$ cat src/inc/mfr_defs.svh
// Offsets, field positions, reset values and routing codes of the terminal routing register
`ifndef MFR_DEFS_SVH
`define MFR_DEFS_SVH

`define MFR_ROUTE_OFFSET 8'h8c
`define MFR_ROUTE_RESET 32'h0000_0000
`define MFR_ROUTE_WIDTH 28
`define MFR_FUNC_LAST 3'h1

`define MFR_T6_LSB 24
`define MFR_T5_LSB 20
`define MFR_T4_LSB 16
`define MFR_T3_LSB 12
`define MFR_T2_LSB 8
`define MFR_FIELD_W 4

`define MFR_CODE_DEFAULT 4'h0
`define MFR_CODE_ALT1 4'h1
`define MFR_CODE_ALT2 4'h2
`define MFR_CODE_ZV_STATUS 4'h6
`define MFR_CODE_ZV_F1SEL 4'h7
`define MFR_CODE_AUDIO 4'h8
`define MFR_CODE_MID_LED 4'hc
`define MFR_CODE_ANY_LED 4'hd
`define MFR_CODE_EVENT 4'he

`endif

$ cat src/inc/mfr_pkg.sv
// Types of the terminal routing block
package mfr_pkg;

    typedef struct packed {
        logic [15:0] isa_irq;
        logic clkrun_out;
        logic clkrun_oe;
        logic serial_interrupt_stream_out;
        logic serial_interrupt_stream_oe;
        logic general_output_3;
        logic general_output_4;
        logic zoom_video_status;
        logic zoom_video_func1_select;
        logic card_audio_pwm;
        logic socket0_activity_led;
        logic either_socket_activity_led;
        logic general_event_out;
        logic ring_indicate_out;
        logic serial_clk_out;
        logic serial_clk_oe;
    } mfr_src_t;

    typedef struct packed {
        logic [27:0] route;
        logic [31:0] rdata;
        logic ack;
        logic [3:0] pin_out;
        logic [3:0] pin_oe;
        logic term1_out;
        logic term1_oe;
        logic term2_out;
        logic term2_oe;
        logic general_input_3;
        logic general_input_4;
        logic central_dma_grant;
        logic pci_lock;
        logic clkrun_in;
        logic serial_interrupt_stream_in;
        logic serial_data_in;
        logic serial_clk_in;
    } mfr_state_t;

endpackage

$ cat src/inc/mfr_route_if.sv
// Selection codes and sources in, terminal drive out
`timescale 1ns/1ps
interface mfr_route_if;
    import mfr_pkg::*;
    logic [3:0][3:0] sel;
    logic serial_mode;
    mfr_src_t src;
    logic [3:0] res_out;
    logic [3:0] res_oe;

    modport decoder (
        input sel,
        input serial_mode,
        input src,
        output res_out,
        output res_oe
    );
    modport owner (
        output sel,
        output serial_mode,
        output src,
        input res_out,
        input res_oe
    );
endinterface

$ cat src/verilog/mfr_term_decode.sv
// Output decode for terminals 3 to 6
`timescale 1ns/1ps
`include "mfr_defs.svh"
module mfr_term_decode
    import mfr_pkg::*;
(
    // Routing bundle
    mfr_route_if.decoder rif
);

    // Returns {oe, out} for one terminal
    function automatic logic [1:0] route_one(input int idx, input logic [3:0] code, input mfr_src_t s,
                                             input logic ser);
        logic [1:0] r;
        r = 2'b00;
        if (idx == 3 || idx == 6) begin
            if (code == `MFR_CODE_DEFAULT) begin
                r = 2'b00;
            end else if (code == `MFR_CODE_ALT1) begin
                if (idx == 6) begin
                    r = {s.clkrun_oe, s.clkrun_out};
                end else begin
                    r = {s.serial_interrupt_stream_oe, s.serial_interrupt_stream_out};
                end
            end else begin
                r = {1'b1, s.isa_irq[code]};
            end
        end else begin
            case (code)
                `MFR_CODE_DEFAULT: r = 2'b00;
                `MFR_CODE_ALT1: r = {1'b1, (idx == 4) ? s.general_output_3 : s.general_output_4};
                `MFR_CODE_ALT2: r = 2'b00;
                `MFR_CODE_ZV_STATUS: r = {1'b1, s.zoom_video_status};
                `MFR_CODE_ZV_F1SEL: r = {1'b1, s.zoom_video_func1_select};
                `MFR_CODE_AUDIO: r = {1'b1, s.card_audio_pwm};
                `MFR_CODE_MID_LED: r = {1'b1, (idx == 4) ? s.ring_indicate_out : s.socket0_activity_led};
                `MFR_CODE_ANY_LED: r = {1'b1, s.either_socket_activity_led};
                `MFR_CODE_EVENT: r = {1'b1, s.general_event_out};
                default: r = {1'b1, s.isa_irq[code]};
            endcase
            if (idx == 4 && ser) begin
                r = {s.serial_clk_oe, s.serial_clk_out};
            end
        end
        return r;
    endfunction

    // One decoder per terminal
    for (genvar g = 0; g < 4; g++) begin : g_term
        assign {rif.res_oe[g], rif.res_out[g]} = route_one(g + 3, rif.sel[g], rif.src, rif.serial_mode);
    end

endmodule

$ cat src/verilog/mfr_pin_route.sv
// Terminal routing register and terminal multiplexer
//
// Functional notes
// - Bits 31 to 28 read zero, ignore writes
// - Same register at 8Ch in both functions
// - Register resets to all zeros
// - Serial EEPROM value may replace reset value
// - Terminal 6: zero hi-Z, one clock-run
// - Terminal 6 codes 2-15 drive ISA IRQ
// - Terminal 5: input 4, output 4, DMA grant
// - Terminals 5,4: IRQ3-5, zoom video, audio PWM
// - Terminals 5,4: IRQ9-11, IRQ15
// - Terminal 5: either-socket LED, general event
// - Terminal 4: input 3, output 3, PCI lock
// - Serial mode puts bus clock on terminal 4
// - Terminal 4: ring indicate, LED, general event
// - Terminal 3: zero hi-Z, one serial interrupts
// - Terminal 3 codes 2-15 drive ISA IRQ
// - Serial mode puts bus data on terminal 1
// - Terminal 2 code two drives DMA request
`timescale 1ns/1ps
`include "mfr_defs.svh"
module mfr_pin_route
    import mfr_pkg::*;
(
    // Clock and reset
    input wire logic ref_clk,
    input wire logic sys_rst,
    // Configuration access
    input wire logic cfg_wr,
    input wire logic cfg_rd,
    input wire logic [2:0] cfg_func,
    input wire logic [7:0] cfg_offset,
    input wire logic [3:0] cfg_byte_en,
    input wire logic [31:0] cfg_wdata,
    output logic [31:0] cfg_rdata,
    output logic cfg_ack,
    // Serial EEPROM load
    input wire logic eeprom_load,
    input wire logic [31:0] eeprom_data,
    // Serial bus mode strap
    input wire logic serial_latch_n,
    // Internal sources
    input wire logic [15:0] isa_irq,
    input wire logic clkrun_out,
    input wire logic clkrun_oe,
    input wire logic serial_interrupt_stream_out,
    input wire logic serial_interrupt_stream_oe,
    input wire logic general_output_3,
    input wire logic general_output_4,
    input wire logic zoom_video_status,
    input wire logic zoom_video_func1_select,
    input wire logic card_audio_pwm,
    input wire logic socket0_activity_led,
    input wire logic either_socket_activity_led,
    input wire logic general_event_out,
    input wire logic ring_indicate_out,
    input wire logic serial_clk_out,
    input wire logic serial_clk_oe,
    input wire logic serial_data_out,
    input wire logic serial_data_oe,
    input wire logic central_dma_request,
    // Internal sinks
    output logic general_input_3,
    output logic general_input_4,
    output logic central_dma_grant,
    output logic pci_lock,
    output logic clkrun_in,
    output logic serial_interrupt_stream_in,
    output logic serial_data_in,
    output logic serial_clk_in,
    // Terminals 3 to 6, bit 0 is terminal 3
    input wire logic [3:0] term_in,
    output logic [3:0] term_out,
    output logic [3:0] term_oe,
    // Terminal 1
    input wire logic term1_in,
    output logic term1_out,
    output logic term1_oe,
    // Terminal 2
    output logic term2_out,
    output logic term2_oe
);

    localparam logic [31:0] ROUTE_RESET = `MFR_ROUTE_RESET;
    localparam logic [7:0] ROUTE_OFFSET = `MFR_ROUTE_OFFSET;
    localparam logic [2:0] FUNC_LAST = `MFR_FUNC_LAST;

    mfr_state_t st;
    mfr_state_t next_st;
    mfr_route_if rif ();

    logic serial_mode;
    logic hit;
    logic [31:0] wr_word;
    logic [3:0] sel3;
    logic [3:0] sel4;
    logic [3:0] sel5;
    logic [3:0] sel6;
    logic [3:0] sel2;

    // Field extraction
    assign sel6 = st.route[`MFR_T6_LSB +: `MFR_FIELD_W];
    assign sel5 = st.route[`MFR_T5_LSB +: `MFR_FIELD_W];
    assign sel4 = st.route[`MFR_T4_LSB +: `MFR_FIELD_W];
    assign sel3 = st.route[`MFR_T3_LSB +: `MFR_FIELD_W];
    assign sel2 = st.route[`MFR_T2_LSB +: `MFR_FIELD_W];
    assign serial_mode = ~serial_latch_n;

    // Decoder hookup
    assign rif.sel[0] = sel3;
    assign rif.sel[1] = sel4;
    assign rif.sel[2] = sel5;
    assign rif.sel[3] = sel6;
    assign rif.serial_mode = serial_mode;
    assign rif.src.isa_irq = isa_irq;
    assign rif.src.clkrun_out = clkrun_out;
    assign rif.src.clkrun_oe = clkrun_oe;
    assign rif.src.serial_interrupt_stream_out = serial_interrupt_stream_out;
    assign rif.src.serial_interrupt_stream_oe = serial_interrupt_stream_oe;
    assign rif.src.general_output_3 = general_output_3;
    assign rif.src.general_output_4 = general_output_4;
    assign rif.src.zoom_video_status = zoom_video_status;
    assign rif.src.zoom_video_func1_select = zoom_video_func1_select;
    assign rif.src.card_audio_pwm = card_audio_pwm;
    assign rif.src.socket0_activity_led = socket0_activity_led;
    assign rif.src.either_socket_activity_led = either_socket_activity_led;
    assign rif.src.general_event_out = general_event_out;
    assign rif.src.ring_indicate_out = ring_indicate_out;
    assign rif.src.serial_clk_out = serial_clk_out;
    assign rif.src.serial_clk_oe = serial_clk_oe;

    mfr_term_decode u_decode (
        .rif(rif.decoder)
    );

    // Input steering enables
    logic take_input_3;
    logic take_lock;
    logic take_input_4;
    logic take_grant;
    logic take_clkrun;
    logic take_irq_stream;
    assign take_input_3 = (sel4 == `MFR_CODE_DEFAULT) && !serial_mode;
    assign take_lock = (sel4 == `MFR_CODE_ALT2) && !serial_mode;
    assign take_input_4 = (sel5 == `MFR_CODE_DEFAULT);
    assign take_grant = (sel5 == `MFR_CODE_ALT2);
    assign take_clkrun = (sel6 == `MFR_CODE_ALT1);
    assign take_irq_stream = (sel3 == `MFR_CODE_ALT1);

    // Terminal 2 request enable
    logic drive_dma_request;
    assign drive_dma_request = (sel2 == `MFR_CODE_ALT2);

    // Next state
    always_comb begin
        next_st = st;
        next_st.ack = cfg_rd | cfg_wr;
        hit = (cfg_func <= FUNC_LAST) && (cfg_offset == ROUTE_OFFSET);
        if (eeprom_load) begin
            next_st.route = eeprom_data[`MFR_ROUTE_WIDTH-1:0];
        end
        wr_word = {4'h0, next_st.route};
        for (int b = 0; b < 4; b++) begin
            if (cfg_wr && hit && cfg_byte_en[b]) begin
                wr_word[b*8 +: 8] = cfg_wdata[b*8 +: 8];
            end
        end
        next_st.route = wr_word[`MFR_ROUTE_WIDTH-1:0];
        if (cfg_rd) begin
            next_st.rdata = hit ? {4'h0, st.route} : 32'h0000_0000;
        end
        // Terminals 3 to 6
        next_st.pin_out = rif.res_out;
        next_st.pin_oe = rif.res_oe;
        // Terminal 1 serial data
        next_st.term1_out = serial_mode ? serial_data_out : 1'b0;
        next_st.term1_oe = serial_mode ? serial_data_oe : 1'b0;
        // Terminal 2 DMA request
        next_st.term2_out = drive_dma_request & central_dma_request;
        next_st.term2_oe = drive_dma_request;
        // Inputs steered to internal sinks
        next_st.general_input_3 = take_input_3 & term_in[1];
        next_st.pci_lock = take_lock & term_in[1];
        next_st.serial_clk_in = serial_mode ? term_in[1] : 1'b1;
        next_st.general_input_4 = take_input_4 & term_in[2];
        next_st.central_dma_grant = take_grant & term_in[2];
        next_st.clkrun_in = take_clkrun & term_in[3];
        next_st.serial_interrupt_stream_in = take_irq_stream & term_in[0];
        next_st.serial_data_in = serial_mode ? term1_in : 1'b1;
    end

    // State register
    always_ff @(posedge ref_clk) begin
        if (sys_rst) begin
            st <= '0;
            st.route <= ROUTE_RESET[`MFR_ROUTE_WIDTH-1:0];
            st.serial_clk_in <= 1'b1;
            st.serial_data_in <= 1'b1;
        end else begin
            st <= next_st;
        end
    end

    // Outputs
    assign cfg_rdata = st.rdata;
    assign cfg_ack = st.ack;
    assign term_out = st.pin_out;
    assign term_oe = st.pin_oe;
    assign term1_out = st.term1_out;
    assign term1_oe = st.term1_oe;
    assign term2_out = st.term2_out;
    assign term2_oe = st.term2_oe;
    assign general_input_3 = st.general_input_3;
    assign general_input_4 = st.general_input_4;
    assign central_dma_grant = st.central_dma_grant;
    assign pci_lock = st.pci_lock;
    assign clkrun_in = st.clkrun_in;
    assign serial_interrupt_stream_in = st.serial_interrupt_stream_in;
    assign serial_data_in = st.serial_data_in;
    assign serial_clk_in = st.serial_clk_in;

endmodule

$ cat config.mk
export PLATFORM = sky130hd
export DESIGN_NAME = mfr_pin_route
export DESIGN_NICKNAME = d
export VERILOG_FILES = /design/src/inc/mfr_pkg.sv /design/src/inc/mfr_route_if.sv /design/src/verilog/mfr_term_decode.sv /design/src/verilog/mfr_pin_route.sv
export VERILOG_INCLUDE_DIRS = /design/src /design/src/inc
export SDC_FILE = /design/constraint.sdc
export NUM_CORES = 1
export LEC_CHECK = 0
export CAP_MARGIN = 20
export CORE_MARGIN = 4
export CORE_UTILIZATION = 50
export CTS_CLUSTER_DIAMETER = 40
export CTS_CLUSTER_SIZE = 20
export DETAILED_ROUTE_END_ITERATION = 12
export DONT_BUFFER_PORTS = 1
export GPL_ROUTABILITY_DRIVEN = 0
export GPL_TIMING_DRIVEN = 0
export PLACE_DENSITY = 0.7
export SLEW_MARGIN = 20
export SYNTH_ARGS = -nofsm -noshare
export SYNTH_HDL_FRONTEND = slang
export SYNTH_SLANG_ARGS = --single-unit
$ cat constraint.sdc
create_clock -name ref_clk -period 1.83 [get_ports ref_clk]
set_input_delay 0.2745 -clock ref_clk [delete_from_list [all_inputs] [get_ports ref_clk]]
set_output_delay 0.2745 -clock ref_clk [all_outputs]
set_load 0.01 [all_outputs]
==> metrics, run 1 <==
Main synth FF type dfxtp_1; worst slew slack as a fraction of its limit 44.3%; final non-filler cell total 546; placed wire-length estimate 8350 µm; floorplan die area 9820 µm²; Required @ worst endpoint approximately 2.1 ns; measured slew at the worst slew-check pin 0.836 ns; fraction of synthesized cell area taken by the top area cell type between 30% and 40%; Critical R2R Launch rif.sel[4]; post-detailed-route via-to-cell ratio about 5.6; horizontal die dimension between 90 and 100 µm; residual overflow from global routing 0; critical path data arrival time 1.97 ns; boundary pin count ~180; total via count after detailed routing 3,071; number of unique standard cell types used by synthesis 53; capture point of the worst reg-to-reg path term_out[1]; Hold/Removal Path Class in -> reg; maximum number of pins on one net before global-route repair 14; Worst-path clk slew 0.08 ns; number of clock buffers inserted by TritonCTS 9; Gate Count Post-Synth 425; ranking of synthesized cells by area dfxtp_1, buf_4, mux2i_1, a211oi_2, nor2_1; final wirelength 10,900 µm; all-layer global routing usage 21.6%; achievable clock frequency roughly 0.58 GHz; antenna fix cells 0; number of slew-limit violations in the final report 0; H-tree levels 3; Post-CTS Hold Buffers 0; count of standard-cell rows 32; share of post-route cells with drive strength above 1 29.7%; setup violators final 0; number of buffers added for setup after CTS 0; via count of the first global-routing pass 3,071; quantity of gates resized following cts 0; height of the die 99.1 µm; maximum clock insertion buffer count 2; worst-case register-to-register setup slack 0.09 ns; syn avg cell area 9.76 µm²; max-cap viol count 0; root buffer cell clkbuf_8; area growth from synthesis to layout 8.20%; Core Footprint 7890 µm²; clock tree from TritonCTS yes; first-pass detailed-route iteration total 5; endpoint class of the critical path flip-flop; post-synthesis sequential area ratio 37.2%; initial antenna violation count 0; count of clock tree sinks 77; worst setup path class reg -> reg; run status completed; wire length of the first global-routing pass 16,700 µm; count of nets left with antenna violations after detail routing 0; Initial Utilization between 50% and 60%; origin of the worst min-delay path term1_in; worst-case vdd ir drop 0.000416 V; P per Cell Area 783 nW/µm²; Synth Register Bits 77; setup total negative slack 0 ns; Port Buf Inserts 0; terminating pin of the worst hold path serial_data_in; post-synthesis instance area 4150 µm²; post-route fraction of the period consumed by the critical path 94.9%; Leakage around 1.8 nW; shortest period the worst path allows 1.74 ns; latest clock arrival within the worst-skew pair roughly 0.34 ns; cell count of the worst hold path 1; Placed Instances 530; setup repair after global routing missed its margin no; First DRT Iteration DRCs 114; Post-synth EDFFs 0; worst-case reg-to-reg path depth 4; startpoint type of the worst setup path flip-flop; drc violations 0; ys async rst share 0%; final hold vios 0; wire length per cell ~20 µm; total number of nets in the final design 563; cell type with the highest aggregate area in the netlist dfxtp_1; worst-path fanout max 5; YS warnings 0; worst clock skew 0.00901 ns
flip-flops by register name, summed over array words and instances (netlist names), 4 cells and up:
name       count
cfg_rdata     28
rif.sel       16
sel2           4
st             8
term_oe        4
term_out       4
cells by family after synthesis:
family / after synthesis / synth area share (%)
AND/OR/NAND/NOR: 141 / 18.2
other: 1 / 0.0904
buffers and inverters: 75 / 13.0
AO/OA/AOI/OAI: 82 / 16.3
flip-flops: 77 / 37.2
multiplexers: 49 / 15.3
cell usage after synthesis (2+ instances only):
master      n
nand2_1     9
buf_6       5
clkbuf_8    2
mux2_1      2
nor2b_1    28
dfxtp_1    77
nor2b_4     2
and3_1      2
clkbuf_1   10
buf_2       8
o21a_1      2
and2_1      3
a211o_1     2
a2111oi_1   2
a21oi_1    34
inv_1       2
and4_1      2
o22ai_1     2
mux2_2      3
nor4_2      2
buf_4      46
or3_1       4
nand2_4     3
mux4_2     11
nor2_1     68
nor3_1      5
a211oi_1    7
a211oi_2   24
mux2i_1    33
nand2b_1    2
power breakdown:
| part | internal [mW] | total [mW] | switching [mW] |
|---|---|---|---|
| Sequential | 1.74 | 1.78 | 0.0398 |
| Combinational | 0.217 | 0.444 | 0.227 |
| Clock | 0.671 | 1.30 | 0.626 |
metal layers:
layer | wire length, µm | vias up | track usage [%]
met3 | 914 | 12 | 5.82
met2 | 5510 | 122 | 36.6
li1 | - | 1471 | -
met4 | 138 | 0 | 6.09
met5 | 0 | - | 0
met1 | 4360 | 1466 | 27.1
how the worst max path moves through the flow:
stage	startpoint	to	slack (ns)	depth (start not counted)
2_1_floorplan	rif.sel[4]	term_out[1]	0.32	4
3_3_place_gp	rif.sel[4]	term_out[1]	0.15	4
3_5_place_dp	rif.sel[4]	term_out[1]	0.12	4
4_1_cts	rif.sel[4]	term_out[1]	0.12	4
5_1_grt	rif.sel[4]	term_out[1]	0.05	4
6_report	rif.sel[4]	term_out[1]	0.09	4
stage by stage:
step                      utilization (%)  hold WS, ns  power, mW  instance area, µm²  setup WS (ns)
after detailed placement             54.4        0.378       2.26                4290          0.123
after CTS                            56.9       0.0181       3.53                4490          0.122
after global placement               54.4        0.376       2.25                4290          0.155
after global routing                 56.9       0.0246       3.64                4490         0.0472
final                                56.9       0.0313       3.52                4490         0.0929
after floorplan                         -        0.370       2.17                4160          0.323
cell type report:
| type | instances | area, µm² |
|---|---|---|
| flip-flops and latches | 77 | 1540 |
| multi-input cells | 276 | 2080 |
| plain buffers | 72 | 527 |
| clock buffers | 11 | 141 |
| inverters | 3 | 11.3 |
| fillers | 691 | 3400 |
| well taps | 102 | 128 |
| clock inverters | 5 | 60.1 |
cell usage in the layout, fill, tap and decap left out, types with 2 or more instances in the layout:
cell type	Yosys	final
or3_1	4	4
buf_2	8	8
o21a_1	2	2
clkinv_4	0	2
a211oi_1	7	7
buf_6	5	5
and2_1	3	3
mux2_1	2	2
mux2_2	3	3
and4_1	2	2
nand2_1	9	9
nor4_2	2	2
nor3_1	5	5
a211oi_2	24	24
a2111oi_1	2	2
o22ai_1	2	2
inv_1	2	2
conb_1	1	4
nand2_4	3	3
a211o_1	2	2
clkbuf_1	10	11
buf_4	46	46
nor2_1	68	68
nand2b_1	2	2
clkbuf_8	2	12
nor2b_1	28	28
mux4_2	11	11
and3_1	2	2
mux2i_1	33	33
nor2b_4	2	2
dfxtp_1	77	77
a21oi_1	34	34
worst max-delay path, stage by stage, from the launching register on:
cell and delay, ns:
dfxtp_1 0.46, mux4_2 0.54, nor2b_4 0.14, nor4_2 0.38, o41ai_2 0.11
Power figures use the tool's default switching activity.
==> inputs of run 2 (changes only) <==
--- a/config.mk
+++ b/config.mk
@@ -16,6 +16,7 @@
 export GPL_ROUTABILITY_DRIVEN = 0
 export GPL_TIMING_DRIVEN = 0
 export PLACE_DENSITY = 0.7
+export REMOVE_ABC_BUFFERS = 1
 export SLEW_MARGIN = 20
 export SYNTH_ARGS = -nofsm -noshare
 export SYNTH_HDL_FRONTEND = slang
==> run 2 against run 1 <==
Net effect: maximum frequency increased by 1.2%; worst setup slack improved by 0.021 ns; global-route usage decreased by 1.3 points; largest power group unchanged; worst hold slack got worse by 0.0060 ns; combinational power decreased by 33%; clock skew increased by 0.0011 ns; sequential cell count unchanged; largest cell class unchanged; core utilization decreased by 4.9 points; first-iteration DRC count decreased by 0.88%; cell count decreased by 11%; wire length decreased by 9.0%; total power increased by 0.58%.
==> metrics, run 2 (same netlist as run 1, synthesis figures left out) <==
height of the die 99.1 µm; area growth from synthesis to layout -1.18%; Initial Utilization 52.6%; count of clock tree sinks 77; Final Worst Setup Slack 0.114 ns; worst setup slack before clock tree synthesis -0.141 ns; worst clock skew between 0.01 and 0.015 ns; floorplan die area ~10000 µm²; worst path cell trace mux4_2 -> nor2b_4 -> nor4_2 -> o41ai_2; H-tree levels 3; number of slew-limit violations in the final report 0; cell count of the worst hold path 1; total via count after detailed routing 2,785; count of nets left with antenna violations after detail routing 0; share of post-route cells with drive strength above 1 between 10% and 20%; antenna fix cells 0; Reg area around 1500 µm²; Multi-input gate area roughly 2100 µm²; initial antenna violation count 0; leading cell types in the layout, fill and taps excluded dfxtp_1, nor2_1, a21oi_1; fill count 718; all-layer global routing usage between 20% and 30%; commonest non-fill, non-tap cell in the layout dfxtp_1; slowest stage cell on the critical path mux4_2; number of clock buffers inserted by TritonCTS 9; max-cap viol count 0; post-detailed-route via-to-cell ratio 5.75; flip-flop count of the largest register, all copies and words added 28; measured slew at the worst slew-check pin between 0.6 and 0.7 ns; root buffer cell clkbuf_8; drc violations 0; Worst-path clk slew 0.08 ns; setup repair after global routing missed its margin no; critical path data arrival time around 2.0 ns; largest delay contributor family on the critical path multiplexers; count of standard-cell rows 32; post-route fraction of the period consumed by the critical path 93.8%; worst setup path class reg -> reg; path length in cells of the critical path 4; Required @ worst endpoint 2.06 ns; setup total negative slack 0 ns; Port Buf Inserts 0; largest stage delay on the critical path 0.55 ns; total number of nets in the final design about 500; shortest period the worst path allows 1.72 ns; wire length per cell around 20 µm; maximum clock insertion buffer count 2; wire length of the first global-routing pass between 15,000 and 20,000 µm; number of buffers added for setup after CTS 0; horizontal die dimension 99.1 µm; clock tree from TritonCTS yes; final wirelength 9950 µm; first-pass detailed-route iteration total 4; worst-case vdd ir drop around 0.00035 V; P per Cell Area 863 nW/µm²; final hold vios 0; Core Footprint between 7000 and 8000 µm²; via count of the first global-routing pass 2,915; Leakage 1.54 nW; placed wire-length estimate 6740 µm; worst slew slack as a fraction of its limit 59.5%; run status completed; maximum number of pins on one net before global-route repair 60; First DRT Iteration DRCs about 110; achievable clock frequency between 0.5 and 0.6 GHz; setup violators final 0; latest clock arrival within the worst-skew pair 0.35 ns; worst-path fanout max 14; worst-case reg-to-reg path depth 4; final standard cell utilization of the core 52.0%; boundary pin count 177; Critical path buffers and inverters 0; residual overflow from global routing 0; startpoint type of the worst setup path flip-flop; Hold/Removal Path Class in -> reg; endpoint class of the critical path flip-flop
## run 2: changes by cell type in the layout (fill, tap and decap cells not counted), moves of 2 or more
cell / previous run / this run
buf_2: 8 / 0
buf_4: 46 / 0
buf_6: 5 / 0
clkbuf_1: 11 / 2
clkbuf_8: 12 / 9
clkinv_4: 2 / 0
dfxtp_1: 77 / 75
dlygate4sd3_1: 0 / 9
## run 2: cell type report
| type | count | area share, % |
|---|---|---|
| Clock buffer | 11 | 3.20 |
| Clock inverter | 5 | 2.04 |
| Inverter | 3 | 0.275 |
| Multi-Input combinational cell | 276 | 50.8 |
| Sequential cell | 77 | 37.7 |
| Tap cell | 102 | 3.11 |
| Timing Repair Buffer | 10 | 2.87 |
## run 2: through the flow
step | total power, mW | instance area, µm² | hold slack, ns | instances
5_1_grt | 3.70 | 4100 | 0.00279 | 484
3_5_place_dp | 2.12 | 3760 | 0.352 | 458
3_3_place_gp | 2.11 | 3760 | 0.350 | 458
6_report | 3.54 | 4100 | 0.0253 | 484
2_1_floorplan | 2.07 | 3630 | 0.339 | 356
4_1_cts | 3.58 | 4100 | 0.00581 | 484
## run 2: layer usage
metal	up-vias	part of all wire, %	GRT usage [%]	wire [µm]
li1	1350	-	-	-
met1	1316	39	23.9	3890
met2	105	51	34.5	5110
met3	14	8.3	7.85	830
met4	0	1.1	5.25	114
met5	-	0	0	0
## run 2: timing repair
item                                    CTS  global route
hold buffers                             10             0
endpoints found under the hold margin    66             0
endpoints found under the setup margin    1             1
pin swaps                                 0             0
gates resized for setup                   2             1
## run 2: final timing paths
check / startpoint / to / slack [ns]
max: rif.sel[4] / term_out[1] / 0.11
max reg2reg: rif.sel[4] / term_out[1] / 0.11
min reg2reg: sel2[3] / term2_oe / 0.46
min: term1_in / serial_data_in / 0.03
## run 2: worst reg2reg max path: cells and delay by family (launching register included)
| family | cells | cell delay [ns] |
|---|---|---|
| compound gates | 1 | 0.10 |
| flops | 1 | 0.51 |
| mux | 1 | 0.56 |
| simple gates | 2 | 0.44 |
## run 2: power by group
part | internal, mW | leakage (nW) | total [mW] | switching, mW
registers | 1.74 | 0.630 | 1.83 | 0.0912
logic | 0.183 | 0.810 | 0.299 | 0.116
clock network | 0.775 | 0.100 | 1.41 | 0.636
